$ cat config.mk
export PLATFORM = sky130hd
export DESIGN_NAME = retimer_channel_eq_adapt_ctrl
export DESIGN_NICKNAME = d
export VERILOG_FILES = /design/src/common/retimer_ctrl_pkg.sv /design/src/design/boost_search.sv /design/src/design/retimer_channel_eq_adapt_ctrl.sv
export SDC_FILE = /design/constraint.sdc
export NUM_CORES = 1
export LEC_CHECK = 0
export ABC_AREA = 1
export BUFFER_PORTS_ARGS = -buffer_cell sky130_fd_sc_hd__buf_2
export CORE_MARGIN = 2
export CORE_UTILIZATION = 50
export DETAILED_ROUTE_END_ITERATION = 16
export GPL_ROUTABILITY_DRIVEN = 0
export PLACE_DENSITY = 0.74
export SYNTH_ARGS = -nofsm -noshare
export SYNTH_HDL_FRONTEND = slang
export SYNTH_SLANG_ARGS = --single-unit
$ cat constraint.sdc
create_clock -name clk -period 5.1 [get_ports clk]
set_input_delay 1.02 -clock clk [delete_from_list [all_inputs] [get_ports clk]]
set_output_delay 1.02 -clock clk [all_outputs]
set_load 0.02 [all_outputs]
$ cat src/common/retimer_ctrl_pkg.sv
// Constants and types for the retimer channel control block
// Summary of operation
// RULE1: Detected input energy powers the channel data path up, absence powers it down.
// RULE2: After reset the detector drives data-path power with no host action.
// RULE3: Host can force a channel disabled; the forced state beats the detector.
// RULE4: During lock acquisition the boost is chosen by scoring candidate settings.
// RULE5: After lock and adaptation boost is frozen until re-adapt or reacquisition.
// RULE6: Resetting clock recovery restarts acquisition and so re-adaptation.
// RULE7: Boost is four stage fields of two bits each, 256 combinations.
// RULE8: Adaptation searches only the 32 entries at channel offsets 0x40 to 0x5F.
// RULE9: Every table entry is host-writable.
// RULE10: Entry boost level is the sum of its four stage codes.
// RULE11: A host control switches stage four from linear to limiting.
// RULE12: Reset default mode is automatic adaptation of the equalizer only.
// RULE13: Host must program swing and de-emphasis itself.
// RULE14: Swing and de-emphasis are held per channel, independent of others.
// RULE15: All configuration reachable through one slave port, or EEPROM load.
// RULE16: Swing is a 3-bit field, bits 2:0 of offset 0x2d, 0 lowest, 7 highest.
// RULE17: Interrupt on signal loss after presence and lock loss after lock.
// RULE18: Entry byte holds stage one in bits 7:6, stage four in bits 1:0.
// RULE19: Search keeps the highest score, ties going to the lowest index.
// RULE20: Re-adapt acts only while locked and restarts at entry zero.
package retimer_ctrl_pkg;
   localparam int unsigned NUM_CH       = 4;
   localparam int unsigned TABLE_DEPTH  = 32;
   localparam int unsigned STAGE_W      = 2;
   localparam int unsigned NUM_STAGES   = 4;
   localparam int unsigned BOOST_W      = STAGE_W * NUM_STAGES;
   localparam int unsigned SCORE_W      = 8;
   localparam int unsigned SWING_W      = 3;
   localparam int unsigned DEEMPH_W     = 4;
   localparam int unsigned REG_ADDR_W   = 8;
   localparam logic [7:0]  TABLE_BASE   = 8'h40;
   localparam logic [7:0]  TABLE_LAST   = 8'h5F;
   localparam logic [7:0]  SWING_REG    = 8'h2D;
   localparam int unsigned SWING_LSB    = 0;
   localparam logic [7:0]  DEEMPH_REG   = 8'h15;
   localparam logic [7:0]  CTRL_REG     = 8'h14;
   localparam int unsigned CTRL_FORCE   = 0;
   localparam int unsigned CTRL_LIMIT   = 1;
   localparam int unsigned CTRL_READAPT = 2;
   localparam logic [7:0]  ENTRY_RESET  = 8'h00;
   localparam logic [SWING_W-1:0]  SWING_RESET  = 3'h0;
   localparam logic [DEEMPH_W-1:0] DEEMPH_RESET = 4'h0;
   typedef enum logic [1:0] {ADAPT_IDLE, ADAPT_APPLY, ADAPT_SCORE, ADAPT_FROZEN} adapt_state_e;
endpackage

$ cat src/design/boost_search.sv
// Table search engine: steps candidates and keeps the best merit score
`timescale 1ns/1ps
module boost_search #(
   parameter int unsigned DEPTH   = retimer_ctrl_pkg::TABLE_DEPTH,
   parameter int unsigned SCORE_W = retimer_ctrl_pkg::SCORE_W
) (
   // Clock and reset
   input  wire logic                     clk,
   input  wire logic                     rst,
   // Control
   input  wire logic                     start,
   input  wire logic                     abort,
   input  wire logic                     score_valid,
   input  wire logic [SCORE_W-1:0]       adapt_merit_score,
   // Results
   output logic [$clog2(DEPTH)-1:0]      cand_idx,
   output logic [$clog2(DEPTH)-1:0]      best_idx,
   output logic                          busy,
   output logic                          done
);
   localparam int unsigned IW = $clog2(DEPTH);
   localparam logic [IW-1:0] LAST = IW'(DEPTH - 1);

   logic [IW-1:0]      cand_q, cand_d, best_q, best_d;
   logic [SCORE_W-1:0] bscore_q, bscore_d;
   logic               busy_q, busy_d, done_q, done_d;
   wire                better = (cand_q == '0) || (adapt_merit_score > bscore_q); // RULE19

   // Strict compare keeps earlier index on ties
   always_comb begin
      cand_d   = cand_q;
      best_d   = best_q;
      bscore_d = bscore_q;
      busy_d   = busy_q;
      done_d   = 1'b0;
      if (abort) begin
         busy_d = 1'b0;
      end else if (start) begin
         cand_d = '0; // RULE20
         busy_d = 1'b1;
      end else if (busy_q && score_valid) begin
         if (better) begin
            best_d   = cand_q;
            bscore_d = adapt_merit_score;
         end
         if (cand_q == LAST) begin
            busy_d = 1'b0;
            done_d = 1'b1;
         end else begin
            cand_d = cand_q + IW'(1);
         end
      end
   end

   // Search registers
   always_ff @(posedge clk) begin
      if (rst) begin
         cand_q   <= '0;
         best_q   <= '0;
         bscore_q <= '0;
         busy_q   <= 1'b0;
         done_q   <= 1'b0;
      end else begin
         cand_q   <= cand_d;
         best_q   <= best_d;
         bscore_q <= bscore_d;
         busy_q   <= busy_d;
         done_q   <= done_d;
      end
   end

   assign cand_idx = cand_q;
   assign best_idx = best_q;
   assign busy     = busy_q;
   assign done     = done_q;
endmodule

$ cat src/design/retimer_channel_eq_adapt_ctrl.sv
// Per-channel signal gating, equalizer adaptation and driver settings
`timescale 1ns/1ps
module retimer_channel_eq_adapt_ctrl #(
   parameter int unsigned DEPTH   = retimer_ctrl_pkg::TABLE_DEPTH,
   parameter int unsigned SCORE_W = retimer_ctrl_pkg::SCORE_W
) (
   // Clock and reset
   input  wire logic                                    clk,
   input  wire logic                                    rst,
   // Register write port from the slave interface
   input  wire logic                                    reg_wr,
   input  wire logic [retimer_ctrl_pkg::REG_ADDR_W-1:0] reg_addr,
   input  wire logic [7:0]                              reg_wdata,
   // Analog status, asynchronous to clk
   input  wire logic                                    sig_detect,
   input  wire logic                                    cdr_locked,
   input  wire logic                                    cdr_reset,
   // Merit scorer
   input  wire logic                                    score_valid,
   input  wire logic [SCORE_W-1:0]                      adapt_merit_score,
   // Data path controls
   output logic                                         datapath_en,
   output logic [retimer_ctrl_pkg::BOOST_W-1:0]         boost_code,
   output logic [4:0]                                   boost_level,
   output logic                                         stage4_limit,
   output logic [retimer_ctrl_pkg::SWING_W-1:0]         output_swing_setting,
   output logic [retimer_ctrl_pkg::DEEMPH_W-1:0]        deemph_setting,
   output logic                                         adapt_busy,
   output logic                                         adapt_frozen,
   // Interrupt, active low open drain
   output logic                                         int_o,
   output logic                                         int_oe,
   output logic                                         sig_lost_q,
   output logic                                         lock_lost_q
);
   localparam int unsigned IW = $clog2(DEPTH);
   localparam int unsigned BW = retimer_ctrl_pkg::BOOST_W;

   // Sum of the four 2-bit stage codes, stage one in the top bits
   function automatic logic [4:0] level_of(input logic [BW-1:0] e);
      level_of = 5'({3'h0, e[7:6]}) + 5'({3'h0, e[5:4]}) + 5'({3'h0, e[3:2]}) + 5'({3'h0, e[1:0]}); // RULE10 RULE18
   endfunction

   // Two-flop synchronisers for analog status
   logic [2:0] sync1_q, sync2_q;
   always_ff @(posedge clk) begin
      if (rst) begin
         sync1_q <= 3'h0;
         sync2_q <= 3'h0;
      end else begin
         sync1_q <= {cdr_reset, cdr_locked, sig_detect};
         sync2_q <= sync1_q;
      end
   end
   wire sd_s  = sync2_q[0];
   wire lk_s  = sync2_q[1];
   wire crs_s = sync2_q[2];

   // Address decode
   wire wr_table  = reg_wr && (reg_addr >= retimer_ctrl_pkg::TABLE_BASE)
                    && (reg_addr <= retimer_ctrl_pkg::TABLE_LAST);      // RULE8 RULE9 RULE15
   wire wr_swing  = reg_wr && (reg_addr == retimer_ctrl_pkg::SWING_REG);  // RULE16
   wire wr_deemph = reg_wr && (reg_addr == retimer_ctrl_pkg::DEEMPH_REG);
   wire wr_ctrl   = reg_wr && (reg_addr == retimer_ctrl_pkg::CTRL_REG);
   wire [IW-1:0] wr_idx = IW'(reg_addr - retimer_ctrl_pkg::TABLE_BASE);

   // Candidate table, one byte per entry
   logic [BW-1:0] table_q [DEPTH];
   genvar gi;
   generate
      for (gi = 0; gi < DEPTH; gi++) begin : g_tab
         always_ff @(posedge clk) begin
            if (rst) begin
               table_q[gi] <= retimer_ctrl_pkg::ENTRY_RESET;
            end else if (wr_table && (wr_idx == IW'(gi))) begin
               table_q[gi] <= reg_wdata; // RULE9 RULE18
            end
         end
      end
   endgenerate

   // Channel settings; this block is one channel so writes touch nothing else
   logic                 force_off_q, limit_q;
   logic [2:0]           swing_q;
   logic [3:0]           deemph_q;
   always_ff @(posedge clk) begin
      if (rst) begin
         force_off_q <= 1'b0;                          // RULE2 RULE12
         limit_q     <= 1'b0;
         swing_q     <= retimer_ctrl_pkg::SWING_RESET;
         deemph_q    <= retimer_ctrl_pkg::DEEMPH_RESET;
      end else begin
         if (wr_ctrl) begin
            force_off_q <= reg_wdata[retimer_ctrl_pkg::CTRL_FORCE]; // RULE3
            limit_q     <= reg_wdata[retimer_ctrl_pkg::CTRL_LIMIT]; // RULE11
         end
         if (wr_swing) begin
            swing_q <= reg_wdata[retimer_ctrl_pkg::SWING_LSB +: retimer_ctrl_pkg::SWING_W]; // RULE16 RULE14
         end
         if (wr_deemph) begin
            deemph_q <= reg_wdata[retimer_ctrl_pkg::DEEMPH_W-1:0]; // RULE14 RULE13
         end
      end
   end
   wire readapt_cmd = wr_ctrl && reg_wdata[retimer_ctrl_pkg::CTRL_READAPT];

   // Data path power: detector unless host forces it off
   logic en_q;
   always_ff @(posedge clk) begin
      if (rst) begin
         en_q <= 1'b0;
      end else begin
         en_q <= sd_s && !force_off_q; // RULE1 RULE3
      end
   end

   // Adaptation sequencing
   retimer_ctrl_pkg::adapt_state_e st_q, st_d;
   logic          lk_prev_q;
   logic [BW-1:0] boost_q, boost_d;
   wire           acq_entry = crs_s || (lk_prev_q && !lk_s) || !en_q; // RULE6 RULE5
   wire           do_readapt = readapt_cmd && lk_s;                   // RULE20
   logic          s_start, s_done, s_busy;
   logic [IW-1:0] cand_idx, best_idx;

   // Start on acquisition entry or honoured re-adapt
   always_comb begin
      st_d    = st_q;
      boost_d = boost_q;
      s_start = 1'b0;
      case (st_q)
         retimer_ctrl_pkg::ADAPT_IDLE: begin
            if (en_q && !crs_s && !lk_s) begin
               s_start = 1'b1; // RULE4
               st_d    = retimer_ctrl_pkg::ADAPT_SCORE;
            end
         end
         retimer_ctrl_pkg::ADAPT_SCORE: begin
            boost_d = table_q[cand_idx]; // RULE8
            if (s_done) begin
               st_d = retimer_ctrl_pkg::ADAPT_APPLY;
            end
         end
         retimer_ctrl_pkg::ADAPT_APPLY: begin
            boost_d = table_q[best_idx]; // RULE19
            if (lk_s) begin
               st_d = retimer_ctrl_pkg::ADAPT_FROZEN;
            end
         end
         retimer_ctrl_pkg::ADAPT_FROZEN: begin
            if (do_readapt) begin
               s_start = 1'b1; // RULE20
               st_d    = retimer_ctrl_pkg::ADAPT_SCORE;
            end
         end
         default: st_d = retimer_ctrl_pkg::ADAPT_IDLE;
      endcase
      if (acq_entry && !(st_q == retimer_ctrl_pkg::ADAPT_IDLE)) begin
         st_d = retimer_ctrl_pkg::ADAPT_IDLE; // RULE6
      end
   end

   // Adaptation state registers
   always_ff @(posedge clk) begin
      if (rst) begin
         st_q      <= retimer_ctrl_pkg::ADAPT_IDLE;
         boost_q   <= retimer_ctrl_pkg::ENTRY_RESET;
         lk_prev_q <= 1'b0;
      end else begin
         st_q      <= st_d;
         boost_q   <= boost_d;
         lk_prev_q <= lk_s;
      end
   end

   boost_search #(.DEPTH(DEPTH), .SCORE_W(SCORE_W)) u_search (
      .clk               (clk),
      .rst               (rst),
      .start             (s_start),
      .abort             (acq_entry),
      .score_valid       (score_valid),
      .adapt_merit_score (adapt_merit_score),
      .cand_idx          (cand_idx),
      .best_idx          (best_idx),
      .busy              (s_busy),
      .done              (s_done)
   );

   // Sticky causes; set wins over clear, cleared by re-adapt command
   logic sd_prev_q, sl_q, ll_q;
   always_ff @(posedge clk) begin
      if (rst) begin
         sd_prev_q <= 1'b0;
         sl_q      <= 1'b0;
         ll_q      <= 1'b0;
      end else begin
         sd_prev_q <= sd_s;
         sl_q      <= (sd_prev_q && !sd_s) || (sl_q && !readapt_cmd); // RULE17
         ll_q      <= (lk_prev_q && !lk_s) || (ll_q && !readapt_cmd); // RULE17
      end
   end

   assign datapath_en          = en_q;
   assign boost_code           = boost_q;              // RULE7
   assign boost_level          = level_of(boost_q);
   assign stage4_limit         = limit_q;
   assign output_swing_setting = swing_q;
   assign deemph_setting       = deemph_q;
   assign adapt_busy           = s_busy;
   assign adapt_frozen         = (st_q == retimer_ctrl_pkg::ADAPT_FROZEN);
   assign sig_lost_q           = sl_q;
   assign lock_lost_q          = ll_q;
   assign int_o                = 1'b0;
   assign int_oe               = sl_q || ll_q;  // Pulls line low while a cause is pending
endmodule

==> results.md <==
* Height of the die at 189 µm
* Initial antenna violation count at 0
* Top Ports at 59
* Final instance area at 0.0187 mm²
* Critical path, cell by cell: fa_1 > fa_1 > ha_1 > fa_1 > buf_2
* Full die area at 0.0357 mm²
* Final Cycle Share at 0.733
* Final WL at 55100 µm
* CTS HTree Levels at 2
* Vias at 16.1k
* CTS resizes at 0
* Initial Utilization at 0.508
* Initial drt markers at 2776
* Syn avg cell area at 7.82 µm²
* Detail Route Antenna Nets at 0
* M1 WL at 20500 µm
* Required @ worst endpoint at 4080 ps
* Slowest-stage cell, CP: fa_1
* Largest net degree at the start of global routing at 73
* Critical path type: flip-flop to output port
* Avg WL per Cell at 20.8 µm
* Register bit total from synthesis at 316
* Clock Skews at 20.3 ps
* Placement Cell Area at 0.0176 mm²
* Share of layout cells above drive strength 1 at 0.0845
* Detailed Place HPWL at 34700 µm
* Vias in the first global route at 15.1k
* Final setup viols at 0
* Worst VDD drop at 0.310 mV
* Vias per inst at 6.07
* Top post-synthesis cells by area: edfxtp_1 45%, nand3_1 15%, nand2_1 15%
* Post-CTS Hold Buffers at 0
* Crit Path Max Fanout at 3
* PwrDens at 329 mW/mm²
* Num CTS Buffers at 34
* Chip width at 189 µm
* First-pass GRT wire length at 84500 µm
* Max Cap Viol at 0
* Clock slew seen by the registers of the worst setup and hold paths at 60 ps
* All-Layer GR Usage at 0.307
* Pleak at 0.00770 µW
* Crit path DAT at 2720 ps
* Row count at 67
* Worst-Skew Late Latency at 530 ps
* # Post-CTS Setup Buffers at 0
* Period minus WS final at 3740 ps
* DRC viols at 0
* DR top layer: met4
* Setup TNS at 0 ps
* CP most frequent cell: fa_1
* Maximum root-to-sink buffer count at 3
* Crit start category: flip-flop
* Final net count at 2226
* Layout area overhead at 9.64%
* Yosys top cell area share at 0.450
* Synth Instances at 2185
* CTS Sinks at 316
* Synth warn at 0
* Fin. max-slew vios at 0
* Met2 wire length at 24200 µm
* Worst setup EP type: output port
* Hold/Removal Path Class: flip-flop to flip-flop
* Worst-margin pin slew at 1250 ps
* RSZ-0062 raised after global routing: false
* First-pass DRT Iterations at 6
* Synth unique cells at 33
* Met3 Wirelength at 7550 µm
* Status: finished, final reports clean
* Max-slew headroom at 0.156
* Seq/Total Area, Yosys at 0.520
* Top cell type by total area after synthesis: edfxtp_1
* Synthesized cell area at 0.0171 mm²
* Core area at 0.0336 mm²
* I/O Buffers at 56
* Max Freq at 268 MHz
* Fin. Hold Viols at 0
* Largest stage delay on the critical path at 550 ps
* # diodes at 0
* Total global routing overflow at 0
* CTS tree: yes
* Root buf cell: clkbuf_16
[power by group]
| group | leakage (µW) | internal (µW) | switching (µW) |
|---|---|---|---|
| combinational | 0.00422 | 198 | 448 |
| clock | 0.000564 | 1480 | 1020 |
| sequential | 0.00292 | 2920 | 91.2 |
| total | 0.00770 | 4590 | 1560 |
[layer usage]
layer	global-route usage	vias up
li1	-	7215
met1	0.415	7378
met2	0.469	1227
met3	0.0745	246
met4	0.141	0
met5	0	-
[cell families (layout without fill, tap and decap cells)]
group / after synthesis / in the layout / synth area share
flip-flops: 316 / 316 / 0.520
XOR/XNOR: 2 / 2 / 0.00103
other: 1 / 2 / 0.000219
AO/OA/AOI/OAI: 74 / 74 / 0.0226
adder cells (fa/ha/maj): 21 / 21 / 0.0171
buffers and inverters: 244 / 258 / 0.0611
AND/OR/NAND/NOR: 1527 / 1527 / 0.378
[cells in the final DEF, fill, tap and decap left out, drive strengths merged, types with 2 or more instances in the layout]
cell type,count
nand2,671
nand3,507
nor2,335
edfxtp,256
buf,104
inv,86
dfxtp,60
clkbuf,46
o21ai,42
a21oi,28
clkinv,20
ha,17
nand4,10
fa,4
o21a,2
xor2,2
nor3,2
conb,2
bufinv,2
[registers in the layout (all words and copies together) (netlist names), named ones only]
signal                count
boost_code                8
datapath_en               1
deemph_setting            4
force_off_q               1
lk_prev_q                 1
lock_lost_q               1
output_swing_setting      3
sd_prev_q                 1
sig_lost_q                1
st_q                      2
stage4_limit              1
sync1_q                   3
sync2_q                   3
table_q                 256
u_search.best_idx         5
u_search.bscore_q         8
u_search.busy             1
u_search.cand_idx         5
u_search.done             1
[critical path: cells and delay by family, from the launching register on]
kind	cells	cell delay [ps]
buf+inv	1	160
fa+ha+maj	4	1710
flops	1	330
[synthesized netlist by cell type]
cell and number:
o21a_1 2, a21oi_2 1, clkinv_1 4, or2_2 1
nand2_1 667, ha_1 17, nand2_4 2, buf_1 10
o211a_1 1, buf_6 2, a21oi_1 27, edfxtp_1 256
conb_1 1, nor2_2 7, nor2_1 327, buf_4 6
xor2_1 2, clkbuf_1 62, inv_2 3, fa_1 4
nor3_1 2, nor4_1 1, buf_2 72, inv_1 85
nand4_1 9, nor2_4 1, nand4_2 1, o21ai_0 42
o21bai_1 1, nand3_2 1, nand2_2 2, nand3_1 506
dfxtp_1 60
[stage by stage]
step	std cells	power [µW]	utilization	setup WS [ps]	hold slack [ps]
after floorplan	2186	3470	-	1860	388
after global placement	2586	3670	0.524	1740	392
after detailed placement	2586	3690	0.524	1700	398
after CTS	2648	6160	0.557	1350	407
after global routing	2648	6340	0.557	1290	421
final	2648	6160	0.557	1360	405
[final timing paths]
check | start | to | slack (ps) | depth (start not counted)
worst min-delay path | sync1_q[1] | sync2_q[1] | 400 | 2
worst min register to register | sync1_q[1] | sync2_q[1] | 400 | 2
worst max-delay path | boost_code[1] | boost_level[2] | 1360 | 5
worst max register to register | flip-flop | boost_code[0] | 2180 | 11
[cell type report]
cell class | count | area (µm²)
Multi-Input combinational cell | 1626 | 7160
Inverter | 92 | 348
Timing Repair Buffer | 104 | 641
Tap cell | 448 | 561
Clock inverter | 16 | 129
Sequential cell | 316 | 8900
Fill cell | 3002 | 14900
Clock buffer | 46 | 1000
Power figures use the tool's default switching activity.
